**src/sensor_cfg_pkg.sv**
```systemverilog
// constants of the sensor support configuration slice
// assumes an 8-bit register address and 16-bit register words
package sensor_cfg_pkg;
  localparam int ADDR_W = 8;
  localparam int DATA_W = 16;

  localparam logic [7:0] ADDR_BIAS_REF = 8'h46;
  localparam logic [7:0] ADDR_CHARGE_PUMP = 8'h48;
  localparam logic [7:0] ADDR_SPARE_A = 8'h50;
  localparam logic [7:0] ADDR_SPARE_B = 8'h51;
  localparam logic [7:0] ADDR_THERM_CTRL = 8'h60;
  localparam logic [7:0] ADDR_THERM_READ = 8'h61;
  localparam logic [7:0] ADDR_SER_POWER = 8'h70;
  localparam logic [7:0] ADDR_DARK_CAL = 8'h80;

  localparam logic [15:0] RST_BIAS_REF = 16'h8888;
  localparam logic [15:0] RST_CHARGE_PUMP = 16'h1200;
  localparam logic [15:0] RST_SPARE_A = 16'h0000;
  localparam logic [15:0] RST_SPARE_B = 16'h0000;
  localparam logic [15:0] RST_THERM_CTRL = 16'h0000;
  localparam logic [15:0] RST_SER_POWER = 16'h0000;
  localparam logic [15:0] RST_DARK_CAL = 16'h4008;
  localparam logic [15:0] RST_READ_DATA = 16'h0000;
  localparam logic [7:0] RST_THERM_CODE = 8'h00;
  localparam logic [7:0] RST_DARK_COUNT = 8'h01;

  // serializer power control bits
  localparam int SER_CLK_BIT = 0;
  localparam int SER_SYNC_BIT = 1;
  localparam int SER_DATA_BIT = 2;
  localparam int DATA_LANES = 4;

  // charge pump fields
  localparam int PD_PUMP_EN_BIT = 0;
  localparam int FD_PUMP_EN_BIT = 1;
  localparam int PD_TRIM_LSB = 8;
  localparam int FD_TRIM_LSB = 12;
  localparam int TRIM_W = 3;

  localparam int DIODE_EN_BIT = 0;

  // dark level calibration fields
  localparam int DARK_TARGET_LSB = 0;
  localparam int DARK_TARGET_W = 8;
  localparam int DARK_EXP_LSB = 8;
  localparam int DARK_EXP_W = 3;
  localparam int DARK_COUNT_W = 8;

  localparam int THERM_CODE_W = 8;
endpackage

```
**src/cfg_word.sv**
```systemverilog
// one writable configuration word with a fixed reset value
// assumes write enable and data synchronous to sys_clk
`timescale 1ns/10ps
`default_nettype none
module cfg_word #(
  parameter logic [15:0] RESET_VAL = 16'h0000
) (
  input wire logic sys_clk,
  input wire logic nrst,
  input wire logic wr_en,
  input wire logic [15:0] wdata,
  output logic [15:0] q
);
  logic [15:0] word_q;
  logic [15:0] word_d;

  always_comb begin
    word_d = word_q;
    if (wr_en) begin
      word_d = wdata;
    end
  end

  always_ff @(posedge sys_clk or negedge nrst) begin
    if (!nrst) begin
      word_q <= RESET_VAL;
    end else begin
      word_q <= word_d;
    end
  end

  assign q = word_q;
endmodule
`default_nettype wire

```
**src/sensor_support_config_regs.sv**
```systemverilog
// configuration slice: bias, charge pumps, spares, thermal diode,
// serializer power and the first dark level calibration word
// assumes the register port is synchronous to sys_clk, one access per cycle
//
// Summary of operation
// - serializer power bit 0 enables the serial clock output driver.
// - serializer power bit 1 powers the sync output channel.
// - serializer power bit 2 powers all four data lanes together.
// - pump bit 0 enables transfer pump; bits 10:8 are its trim.
// - pump bit 1 enables diffusion pump; bits 14:12 are its trim.
// - thermal control bit 0 enables the diode; off after reset.
// - dark calibration bits 7:0 give the target dark level, reset 0x08.
// - dark samples averaged equal two to the power of bits 10:8.
`timescale 1ns/10ps
`default_nettype none
module sensor_support_config_regs (
  input wire logic sys_clk,
  input wire logic nrst,
  input wire logic [sensor_cfg_pkg::ADDR_W-1:0] cfg_addr,
  input wire logic [sensor_cfg_pkg::DATA_W-1:0] cfg_wdata,
  input wire logic cfg_wr,
  input wire logic cfg_rd,
  output logic [sensor_cfg_pkg::DATA_W-1:0] cfg_rdata,
  output logic cfg_rvalid,
  input wire logic [sensor_cfg_pkg::THERM_CODE_W-1:0] therm_code,
  output logic [15:0] bias_ref_word,
  output logic clk_out_en,
  output logic sync_out_en,
  output logic [sensor_cfg_pkg::DATA_LANES-1:0] data_lane_en,
  output logic pd_pump_en,
  output logic [sensor_cfg_pkg::TRIM_W-1:0] pd_pump_trim,
  output logic fd_pump_en,
  output logic [sensor_cfg_pkg::TRIM_W-1:0] fd_pump_trim,
  output logic therm_diode_en,
  output logic [sensor_cfg_pkg::DARK_TARGET_W-1:0] dark_target,
  output logic [sensor_cfg_pkg::DARK_EXP_W-1:0] dark_exp,
  output logic [sensor_cfg_pkg::DARK_COUNT_W-1:0] dark_count
);
  function automatic logic hit(input logic [7:0] addr, input logic [7:0] reg_addr);
    hit = (addr == reg_addr);
  endfunction

  function automatic logic [7:0] sample_count(input logic [2:0] expo);
    sample_count = 8'h01 << expo;
  endfunction

  logic [15:0] bias_w;
  logic [15:0] pump_w;
  logic [15:0] spare_a_w;
  logic [15:0] spare_b_w;
  logic [15:0] therm_w;
  logic [15:0] ser_w;
  logic [15:0] dark_w;

  // writable words; reserved bits are stored as written
  cfg_word #(.RESET_VAL(sensor_cfg_pkg::RST_BIAS_REF)) u_bias (
    .sys_clk(sys_clk), .nrst(nrst), .wdata(cfg_wdata), .q(bias_w),
    .wr_en(cfg_wr && hit(cfg_addr, sensor_cfg_pkg::ADDR_BIAS_REF)));
  cfg_word #(.RESET_VAL(sensor_cfg_pkg::RST_CHARGE_PUMP)) u_pump (
    .sys_clk(sys_clk), .nrst(nrst), .wdata(cfg_wdata), .q(pump_w),
    .wr_en(cfg_wr && hit(cfg_addr, sensor_cfg_pkg::ADDR_CHARGE_PUMP)));
  cfg_word #(.RESET_VAL(sensor_cfg_pkg::RST_SPARE_A)) u_spare_a (
    .sys_clk(sys_clk), .nrst(nrst), .wdata(cfg_wdata), .q(spare_a_w),
    .wr_en(cfg_wr && hit(cfg_addr, sensor_cfg_pkg::ADDR_SPARE_A)));
  cfg_word #(.RESET_VAL(sensor_cfg_pkg::RST_SPARE_B)) u_spare_b (
    .sys_clk(sys_clk), .nrst(nrst), .wdata(cfg_wdata), .q(spare_b_w),
    .wr_en(cfg_wr && hit(cfg_addr, sensor_cfg_pkg::ADDR_SPARE_B)));
  cfg_word #(.RESET_VAL(sensor_cfg_pkg::RST_THERM_CTRL)) u_therm (
    .sys_clk(sys_clk), .nrst(nrst), .wdata(cfg_wdata), .q(therm_w),
    .wr_en(cfg_wr && hit(cfg_addr, sensor_cfg_pkg::ADDR_THERM_CTRL)));
  cfg_word #(.RESET_VAL(sensor_cfg_pkg::RST_SER_POWER)) u_ser (
    .sys_clk(sys_clk), .nrst(nrst), .wdata(cfg_wdata), .q(ser_w),
    .wr_en(cfg_wr && hit(cfg_addr, sensor_cfg_pkg::ADDR_SER_POWER)));
  cfg_word #(.RESET_VAL(sensor_cfg_pkg::RST_DARK_CAL)) u_dark (
    .sys_clk(sys_clk), .nrst(nrst), .wdata(cfg_wdata), .q(dark_w),
    .wr_en(cfg_wr && hit(cfg_addr, sensor_cfg_pkg::ADDR_DARK_CAL)));

  // temperature code, read data and sample count
  logic [7:0] therm_q;
  logic [7:0] therm_d;
  logic [15:0] rdata_q;
  logic [15:0] rdata_d;
  logic rvalid_q;
  logic rvalid_d;
  logic [7:0] count_q;
  logic [7:0] count_d;

  always_comb begin
    therm_d = therm_code;
    count_d = sample_count(dark_exp);
    rvalid_d = cfg_rd;
    rdata_d = rdata_q;
    if (cfg_rd) begin
      if (hit(cfg_addr, sensor_cfg_pkg::ADDR_BIAS_REF)) begin
        rdata_d = bias_w;
      end else if (hit(cfg_addr, sensor_cfg_pkg::ADDR_CHARGE_PUMP)) begin
        rdata_d = pump_w;
      end else if (hit(cfg_addr, sensor_cfg_pkg::ADDR_SPARE_A)) begin
        rdata_d = spare_a_w;
      end else if (hit(cfg_addr, sensor_cfg_pkg::ADDR_SPARE_B)) begin
        rdata_d = spare_b_w;
      end else if (hit(cfg_addr, sensor_cfg_pkg::ADDR_THERM_CTRL)) begin
        rdata_d = therm_w;
      end else if (hit(cfg_addr, sensor_cfg_pkg::ADDR_THERM_READ)) begin
        rdata_d = {8'h00, therm_q};
      end else if (hit(cfg_addr, sensor_cfg_pkg::ADDR_SER_POWER)) begin
        rdata_d = ser_w;
      end else if (hit(cfg_addr, sensor_cfg_pkg::ADDR_DARK_CAL)) begin
        rdata_d = dark_w;
      end else begin
        rdata_d = 16'h0000;
      end
    end
  end

  always_ff @(posedge sys_clk or negedge nrst) begin
    if (!nrst) begin
      therm_q <= sensor_cfg_pkg::RST_THERM_CODE;
      rdata_q <= sensor_cfg_pkg::RST_READ_DATA;
      rvalid_q <= 1'b0;
      count_q <= sensor_cfg_pkg::RST_DARK_COUNT;
    end else begin
      therm_q <= therm_d;
      rdata_q <= rdata_d;
      rvalid_q <= rvalid_d;
      count_q <= count_d;
    end
  end

  assign cfg_rdata = rdata_q;
  assign cfg_rvalid = rvalid_q;
  assign bias_ref_word = bias_w;
  assign clk_out_en = ser_w[sensor_cfg_pkg::SER_CLK_BIT];
  assign sync_out_en = ser_w[sensor_cfg_pkg::SER_SYNC_BIT];
  assign data_lane_en = {sensor_cfg_pkg::DATA_LANES{ser_w[sensor_cfg_pkg::SER_DATA_BIT]}};
  assign pd_pump_en = pump_w[sensor_cfg_pkg::PD_PUMP_EN_BIT];
  assign pd_pump_trim = pump_w[sensor_cfg_pkg::PD_TRIM_LSB +: sensor_cfg_pkg::TRIM_W];
  assign fd_pump_en = pump_w[sensor_cfg_pkg::FD_PUMP_EN_BIT];
  assign fd_pump_trim = pump_w[sensor_cfg_pkg::FD_TRIM_LSB +: sensor_cfg_pkg::TRIM_W];
  assign therm_diode_en = therm_w[sensor_cfg_pkg::DIODE_EN_BIT];
  assign dark_target = dark_w[sensor_cfg_pkg::DARK_TARGET_LSB +: sensor_cfg_pkg::DARK_TARGET_W];
  assign dark_exp = dark_w[sensor_cfg_pkg::DARK_EXP_LSB +: sensor_cfg_pkg::DARK_EXP_W];
  assign dark_count = count_q;
endmodule
`default_nettype wire

```
**config.mk**
```make
export PLATFORM = sky130hd
export DESIGN_NAME = sensor_support_config_regs
export DESIGN_NICKNAME = d
export VERILOG_FILES = /design/src/sensor_cfg_pkg.sv /design/src/cfg_word.sv /design/src/sensor_support_config_regs.sv
export SDC_FILE = /design/constraint.sdc
export NUM_CORES = 1
export LEC_CHECK = 0
export BUFFER_PORTS_ARGS = -buffer_cell sky130_fd_sc_hd__buf_2
export CORE_ASPECT_RATIO = 1.4
export CORE_UTILIZATION = 45
export DETAILED_ROUTE_END_ITERATION = 8
export GPL_TIMING_DRIVEN = 0
export HOLD_SLACK_MARGIN = 0.1
export PLACE_DENSITY = 0.77
export RECOVER_POWER = 100
export SYNTH_ARGS = -nofsm -noshare
export SYNTH_HDL_FRONTEND = slang
export SYNTH_HIERARCHICAL = 1
export SYNTH_SLANG_ARGS = --single-unit
```
**constraint.sdc**
```tcl
create_clock -name sys_clk -period 2.2 [get_ports sys_clk]
set_input_delay 0.44 -clock sys_clk [delete_from_list [all_inputs] [get_ports sys_clk]]
set_output_delay 0.44 -clock sys_clk [all_outputs]
set_load 0.03 [all_outputs]
```
Word-level counts from Yosys, hierarchy flattened
Index checks and enable logic that the tools add are counted.

storage, ports and cells
  output and inout port bits = 67
  register bits = 145

operators by class
  shifts and indexed selects = 1
  mux-type cells = 8
  equal/unequal tests = 8
  reductions and logical operators = 7

operator list
  operator               number
  $mux W16               8
  $eq A8 B7 Y1 const B   7
  $eq A8 B8 Y1 const B   1
  $shl A1 B3 Y8 const A  1
  $logic_and A1 B1 Y1    7

Depth between registers and ports, before layout
Gate-level depths: netlist of run 1.

  depth in word-level cells = 9
  gate-level depth with buffers = 9
  depth with buffers taken out = 5

Modules after synthesis
The synthesis of run 1 kept the hierarchy.

by module, submodules not included
  module                      times used  sequential area each (um^2)  area each (um^2)  cells an instance
  cfg_word (u_ser ...)        4           400.4                        649.4             34
  sensor_support_config_regs  1           827.0                        2422.3            303
  cfg_word (u_dark ...)       2           402.9                        651.9             34
  cfg_word (u_bias)           1           405.4                        654.4             34

Worst setup path before layout of run 1
No wires, ideal clock.

  kind = input to register
  start = input port cfg_addr[1] (netlist name)
  end = register u_ser.word_q[10], in the netlist u_ser/q[10]
  arrival time = 1.926 ns
  setup slack = 0.149 ns
  stages = 7
  required time = 2.075 ns
  path through = nor3_1 -> clkbuf_1 -> nand2_1 -> nor3_1 -> buf_6 -> buf_12 -> mux2_4

on the way
  word-level cells in the longest chain between the ends = 2

ends and longest elaborated chain
  element                 line                              text
  start: declaration      sensor_support_config_regs.sv:19  input wire logic [sensor_cfg_pkg::ADDR_W-1:0] cfg_addr,
  $eq A8 B7 Y1            sensor_support_config_regs.sv:40  hit = (addr == reg_addr);
  $logic_and A1 B1 Y1     sensor_support_config_regs.sv:73  .wr_en(cfg_wr && hit(cfg_addr, sensor_cfg_pkg::ADDR_SER_POWER)));
  end signal: assignment  cfg_word.sv:28                    word_q <= word_d;
  end: declaration        cfg_word.sv:14                    logic [15:0] word_q;

Every way passes these cells.
A chain may end at the register's enable or synchronous reset.

Final worst setup path of run 1
  start = input port cfg_addr[5] (netlist name)
  end = register rdata_q[2], in the netlist cfg_rdata[2]

on the way
  word-level cells in the longest chain between the ends = 9
  elaborated cells on any way between the ends = 16
  classes of those cells = eq/ne: 8; mux: 8

ends and longest elaborated chain
  element                 line                               text
  $eq A8 B8 Y1            sensor_support_config_regs.sv:40
  $mux W16                sensor_support_config_regs.sv:108  end else if (hit(cfg_addr, sensor_cfg_pkg::ADDR_DARK_CAL)) begin
  $mux W16                sensor_support_config_regs.sv:106  end else if (hit(cfg_addr, sensor_cfg_pkg::ADDR_SER_POWER)) begin
  $mux W16                sensor_support_config_regs.sv:104  end else if (hit(cfg_addr, sensor_cfg_pkg::ADDR_THERM_READ)) begin
  $mux W16                sensor_support_config_regs.sv:102  end else if (hit(cfg_addr, sensor_cfg_pkg::ADDR_THERM_CTRL)) begin
  $mux W16                sensor_support_config_regs.sv:100  end else if (hit(cfg_addr, sensor_cfg_pkg::ADDR_SPARE_B)) begin
  $mux W16                sensor_support_config_regs.sv:98   end else if (hit(cfg_addr, sensor_cfg_pkg::ADDR_SPARE_A)) begin
  $mux W16                sensor_support_config_regs.sv:96   end else if (hit(cfg_addr, sensor_cfg_pkg::ADDR_CHARGE_PUMP)) begin
  $mux W16 (*)            sensor_support_config_regs.sv:94   if (hit(cfg_addr, sensor_cfg_pkg::ADDR_BIAS_REF)) begin
  end signal: assignment  sensor_support_config_regs.sv:119  rdata_q <= sensor_cfg_pkg::RST_READ_DATA;
  end signal: assignment  sensor_support_config_regs.sv:124  rdata_q <= rdata_d;
  end: declaration        sensor_support_config_regs.sv:81   logic [15:0] rdata_q;

Every way passes the cells marked *; elsewhere a longest branch is shown, timed or not.

==> results of run 1 <==
synth_stat cells (7+ instances only):
cell / count / share of area
mux2_4: 70 / 0.15
nor2_1: 31 / 0.017
dfstp_2: 9 / 0.034
o22ai_1: 7 / 0.0063
nand3b_1: 8 / 0.0086
o21ai_1: 9 / 0.0065
inv_1: 8 / 0.0043
buf_6: 7 / 0.011
a221oi_1: 12 / 0.015
o21ai_0: 33 / 0.024
a21oi_1: 30 / 0.022
a221o_1: 7 / 0.010
mux2_2: 42 / 0.068
o2111ai_1: 8 / 0.010
nand2_1: 10 / 0.0054
buf_12: 7 / 0.020
clkbuf_1: 17 / 0.0091
dfrtp_1: 136 / 0.49
a22oi_1: 9 / 0.0097
worst max-delay path, stage by stage:
cell      delay, ns
buf_2          0.15
nor2_1         0.37
and3_1         0.23
buf_4          0.23
a221oi_1       0.14
or4_1          0.57
a221oi_1       0.32
timing repair:
item                                    4_1_cts  5_1_grt
hold buffers                                  1        0
endpoints found under the setup margin       64       40
gates cloned                                  0        0
buffers inserted                              0        0
gates resized for setup                       3        2
endpoints found under the hold margin        63        0
cell type report:
cell class,instances,area [um2],area share
multi-input combinational,345,2840,0.352
timing repair buffer,104,463,0.0574
inverter,8,30.0,0.00373
clock buffer,22,464,0.0576
clock inverter,10,87.6,0.0109
tap,192,240,0.0298
sequential,145,3640,0.452
buffer,40,297,0.0368
registers in the layout (all words and copies together) (netlist names):
| register | cells |
|---|---|
| cfg_rdata | 16 |
| u_spare_b/q | 16 |
| therm_q | 8 |
| u_ser/q | 16 |
| u_therm/q | 16 |
| u_pump/q | 16 |
| dark_count | 8 |
| u_spare_a/q | 16 |
| u_bias/q | 16 |
| u_dark/q | 16 |
| cfg_rvalid | 1 |
metal layers:
layer	routed length (um)	vias to the layer above
met1	6940	2600
li1	-	2235
met3	1350	66
met2	9770	284
met5	0	-
met4	801	0
metrics by stage:
step	cell area [um2]	setup slack [ns]	hold WS, ns	power (mW)	util
global route	8060	0.0344	0.118	6.38	0.535
detailed placement	7760	-0.563	0.489	3.56	0.516
global placement	7730	-1.21	0.489	3.53	0.513
CTS	8320	0.0258	0.111	6.25	0.553
floorplan	6980	0.149	0.144	3.28	-
finish	8060	0.0749	0.123	6.18	0.535
logic make-up after synthesis:
group | count (synthesis) | share of synthesized area
AO/OA/AOI/OAI | 135 | 0.127
AND/OR/NAND/NOR | 98 | 0.0787
buffers and inverters | 51 | 0.0545
multiplexers | 112 | 0.218
flip-flops | 145 | 0.522
final timing paths:
| kind | start | end | cells past startpoint | slack, ns |
|---|---|---|---|---|
| worst min register to register | u_spare_b/q[7]$_DFFE_PN0P_ | u_spare_b/q[7]$_DFFE_PN0P_ | 1 | 0.48 |
| min in group asynchronous | nrst | u_dark/q[8]$_DFFE_PN0P_ | 2 | 0.73 |
| worst min-delay path | therm_code[0] | therm_q[0]$_DFF_PN0_ | 1 | 0.12 |
| max in group asynchronous | nrst | u_dark/q[3]$_DFFE_PN1P_ | 3 | 0.58 |
| worst max register to register | u_ser/q[2]$_DFFE_PN0P_ | cfg_rdata[2]$_DFFE_PN0P_ | 5 | 0.47 |
| worst max-delay path | cfg_addr[5] | cfg_rdata[2]$_DFFE_PN0P_ | 7 | 0.07 |
power breakdown:
part / switching [mW] / internal, mW
clock network: 1.09 / 1.61
logic: 0.397 / 0.198
registers: 0.0873 / 2.80
==> impl_metrics.toml, run 1 <==
[finish]
layout-drive-gt1-share = 0.269
layout_commonest_cell = "dfrtp_1"
syn2layout_area_growth_pct = 15.5
fin_cells = 866
fillers = 1307
diodes = 0
layout_common_cells = "dfrtp_1 (136), clkbuf_1 (85), mux2_2 (42)"
fin_nets = 697

[detailed_routing]
drcViolationCount = 0
routed_wl_um = 18900
ant_nets = 0
via_count = 5185
avgViaCountPerCell = 5.99
wl_per_cell_um = 21.8
drtPass1Iterations = 6
drtIter0Drc = 533

[global_routing]
grt_use_total = 0.246
met1_usage = 0.287
grt_pass1_wl_um = 29400
grt_overflow_total = 0
grt_max_degree = 76
grt_antenna_before_repair = 0
grt.busiest_layer = "met2"
use_met2 = 0.431
gr-usage-met3 = 0.0467
grt_pass1_vias = 5397

[timing]
tightest_slew_ns = 0.971
setup_viol = 0
min_period_over_period = 0.966
hold_viol = 0
max_freq_mhz = 471
max_slew_margin = 0.353
slew_violations = 0
tns_ns = 0
fin_worst_skew_ns = 0.00789
min_period_ns = 2.13
rsz0062_at_grt = "no"

[floorplan]
start_util = 0.464
fp.dieW_um = 107
die_area_mm2 = 0.0160
io_pins = 103
num_rows = 53
die_y_um = 149
design.core.area_mm2 = 0.0151

[clock_network]
path_clk_slew_ns = 0.06
root_buffer = "clkbuf_16"
max-clock-path-buffers = 2
cts.sinks = 145
clock_latency_ns = 0.42
htree_num_levels = 4
cts_made_buffers = 17
cts_tree = "done"

[synth]
synth-seq-cells = 145
ys_warn_count = 6
synth.distinct_cells = 49
syn-cell-area_mm2 = 0.00698
synth_nets = 577
synthCells = 541
synth_edf_count = 0
synth-async-reset-ratio = 1.00
syn_avg_cell_area_um2 = 12.9
synth_ff_type = "dfrtp_1"
ys_seq_area_frac = 0.522

[worst_setup_path]
critical_path_class = "in -> reg"
crit_arrival_ns = 2.44
critPathLaunchType = "primary input"
cp-end-kind = "register"
cp_data_required_time_ns = 2.51
worstPathMaxFanout = 15

[place]
port-buffer-count = 102
place_inst = 836
place_congestion = 0.873
dpl.hpwl_um = 13200

[power]
powerDensity_mw_per_mm2 = 767
vdd_drop_max_uv = 418
total_leakage_power_nw = 3.67

[flow_run]
max-cap-violations = 0

[outcome]
status = "complete, no violations"

[hold_path]
min_path_type = "in -> reg"
No activity file was read; power rests on OpenSTA's default activity.
==> run 2: changes to the inputs <==
Settings changed: CORE_MARGIN set to 5, PLACE_DENSITY 0.77 to 0.78, SYNTH_HIERARCHICAL 1 to not set.
Clock period 2.2 ns to 2.75 ns, I/O delays scaled along.
==> impl_metrics.toml, run 2 <==
[place]
place_ws_ns = -0.0445
dpl.hpwl_um = 12600
place_congestion = 0.895
port-buffer-count = 99
place_area_mm2 = 0.00748

[clock_network]
cts_made_buffers = 17
htree_num_levels = 4
root_buffer = "clkbuf_16"
cts_tree = "done"
ctsHoldBuffers = 0
path_clk_slew_ns = 0.06
clock_latency_ns = 0.43
max-clock-path-buffers = 2
cts_setup_buffers = 0
cts_resized = 0
cts.sinks = 145

[finish]
diodes = 0
layout-drive-gt1-share = 0.337
syn2layout_area_growth_pct = 19.1
layout_commonest_cell = "dfrtp_1"
layout_common_cells = "dfrtp_1 (136), mux2_2 (112), clkbuf_1 (93)"
fillers = 1307
fin_area_mm2 = 0.00799
fin_nets = 679
regArea_mm2 = 0.00364
multi_input_area_mm2 = 0.00274

[floorplan]
io_pins = 103
start_util = 0.461
num_rows = 52
die_y_um = 155
die_area_mm2 = 0.0175
design.core.area_mm2 = 0.0146
fp.dieW_um = 113

[worst_setup_path]
worstReg2RegStart = "u_dark.q[9]$_DFFE_PN0P_"
r2r_slack_ns = 1.30
cp-end-kind = "register"
r2r-end = "cfg_rdata[9]$_DFFE_PN0P_"
cp_data_required_time_ns = 3.05
critPathLaunchType = "primary input"
r2r.worst_path.cells = 4
crit_arrival_ns = 2.79
worstPathMaxFanout = 10
critical_path_class = "in -> reg"

[hold_path]
min_path_type = "in -> reg"
hold_depth = 1
min_to = "therm_q[2]$_DFF_PN0_"
hp-start = "therm_code[2]"

[synth]
synth.distinct_cells = 44
synth_common_cells = "dfrtp_1 (136), mux2_2 (113), a21oi_1 (29), mux2i_1 (23), buf_4 (22)"
synth_ff_type = "dfrtp_1"
ys_warn_count = 0
synth-async-reset-ratio = 1.00
synth_edf_count = 0
yosysMostFrequentCell = "dfrtp_1"
syn_avg_cell_area_um2 = 12.8
yosys-top-cells-area = "dfrtp_1 (51%), mux2_2 (19%), dfstp_2 (3.5%)"
synth.top_cell.area_share = 0.507
synth-seq-cells = 145
syn-cell-area_mm2 = 0.00671
ys_seq_area_frac = 0.542
synth_nets = 560
yosys.area.top_type = "dfrtp_1"
synthCells = 524

[global_routing]
gr-usage-met3 = 0.0555
grt_use_total = 0.210
grt_max_degree = 89
met1_usage = 0.239
use_met2 = 0.352
grt.busiest_layer = "met2"
grt_pass1_vias = 5212
grt_overflow_total = 0
grt_pass1_wl_um = 28200
grt_antenna_before_repair = 2

[timing]
setup_viol = 0
min_period_ns = 2.49
min_period_over_period = 0.906
rsz0062_at_grt = "no"
fin_worst_skew_ns = 0.00678
hold_viol = 0
max_slew_margin = -0.0265
max_freq_mhz = 401
tightest_slew_ns = 1.54
fin_ws_ns = 0.259
slew_violations = 58

[power]
pwr-share-comb = 0.092
switching_share = 0.244
seq_power_share = 0.442
p_int_mw = 3.94
powerDensity_mw_per_mm2 = 651
clock_power_share = 0.466
vdd_drop_max_uv = 358
switchingPower_mw = 1.27
total_leakage_power_nw = 3.77

[flow_run]
max-cap-violations = 1

[detailed_routing]
drcViolationCount = 0
avgViaCountPerCell = 5.78
drtPass1Iterations = 5
ant_nets = 0
wl_per_cell_um = 21.2
routed_wl_um = 17900
drtIter0Drc = 257
via_count = 4886

[outcome]
status = "finished, violations left"
violations = "capacitance limit, slew limit"
==> run 2: changes by cell type in the layout (fill, tap and decap cells not counted), sizes merged, moves of 7 or more <==
cell | before | now
a31oi | 1 | 9
mux2i | 0 | 23
o21ai | 42 | 0
nand2b | 5 | 16
nor4b | 0 | 8
a221oi | 13 | 0
a221o | 7 | 0
a211o | 0 | 7
clkbuf | 111 | 120
nor2 | 32 | 3
o2111ai | 8 | 0
a22oi | 9 | 16
nor3 | 5 | 18
==> run 2: power by group through the flow <==
stage                     Clock [mW]  Combinational [mW]  Sequential [mW]
after global placement             0               0.477             2.33
final                           2.42               0.480             2.30
after floorplan                    0               0.239             2.38
after detailed placement           0               0.496             2.33
after global routing            2.55               0.520             2.31
after CTS                       2.46               0.500             2.30
==> run 2: layer usage <==
layer,part of all wire,vias up
met4,0.050,4
met1,0.38,2492
met3,0.054,52
met2,0.52,181
met5,0.0012,-
li1,-,2157
==> run 2: cell families (layout without fill, tap and decap cells) <==
logic type	count (synthesis)	in the layout	synth area share
AO/OA/AOI/OAI	87	87	0.0869
buffers and inverters	57	189	0.0473
flip-flops	145	145	0.542
multiplexers	136	136	0.224
AND/OR/NAND/NOR	99	99	0.0997
==> run 2: worst max-delay path, cell delays in order <==
cell      delay, ns
clkbuf_1       0.30
and3b_1        0.22
buf_2          0.21
nor2b_1        0.16
clkbuf_1       0.40
nand2_1        0.32
buf_2          0.32
mux2_2         0.31
==> run 2: final cells by class <==
cell class / instances / area share
Buffer: 56 / 0.0379
Clock inverter: 11 / 0.0189
Multi-Input combinational cell: 322 / 0.343
Clock buffer: 21 / 0.0601
Sequential cell: 145 / 0.455
Tap cell: 189 / 0.0296
Inverter: 1 / 0.000470
Timing Repair Buffer: 100 / 0.0545
==> run 2: worst max path at each step <==
| stage | from | slack (ns) | to |
|---|---|---|---|
| final | cfg_addr[4] | 0.26 | u_spare_a.q[12]$_DFFE_PN0P_ |
| after global placement | nrst | -0.80 | u_bias.q[12]$_DFFE_PN0P_ |
| after CTS | cfg_addr[0] | 0.40 | u_bias.q[0]$_DFFE_PN0P_ |
| after global routing | cfg_addr[4] | 0.17 | u_spare_a.q[11]$_DFFE_PN0P_ |
| after floorplan | cfg_addr[7] | 0.52 | u_spare_b.q[10]$_DFFE_PN0P_ |
| after detailed placement | cfg_addr[0] | -0.04 | u_bias.q[0]$_DFFE_PN0P_ |
==> run 2: through the flow <==
stage | utilization | power (mW) | cells | setup TNS [ns] | hold WS (ns)
3_3_place_gp | 0.511 | 2.80 | 812 | -107.72 | 0.474
2_1_floorplan | - | 2.62 | 524 | 0 | 0.254
5_1_grt | 0.548 | 5.38 | 845 | 0 | 0.214
4_1_cts | 0.556 | 5.26 | 845 | 0 | 0.111
3_5_place_dp | 0.513 | 2.83 | 813 | -0.348 | 0.481
6_report | 0.548 | 5.20 | 845 | 0 | 0.233
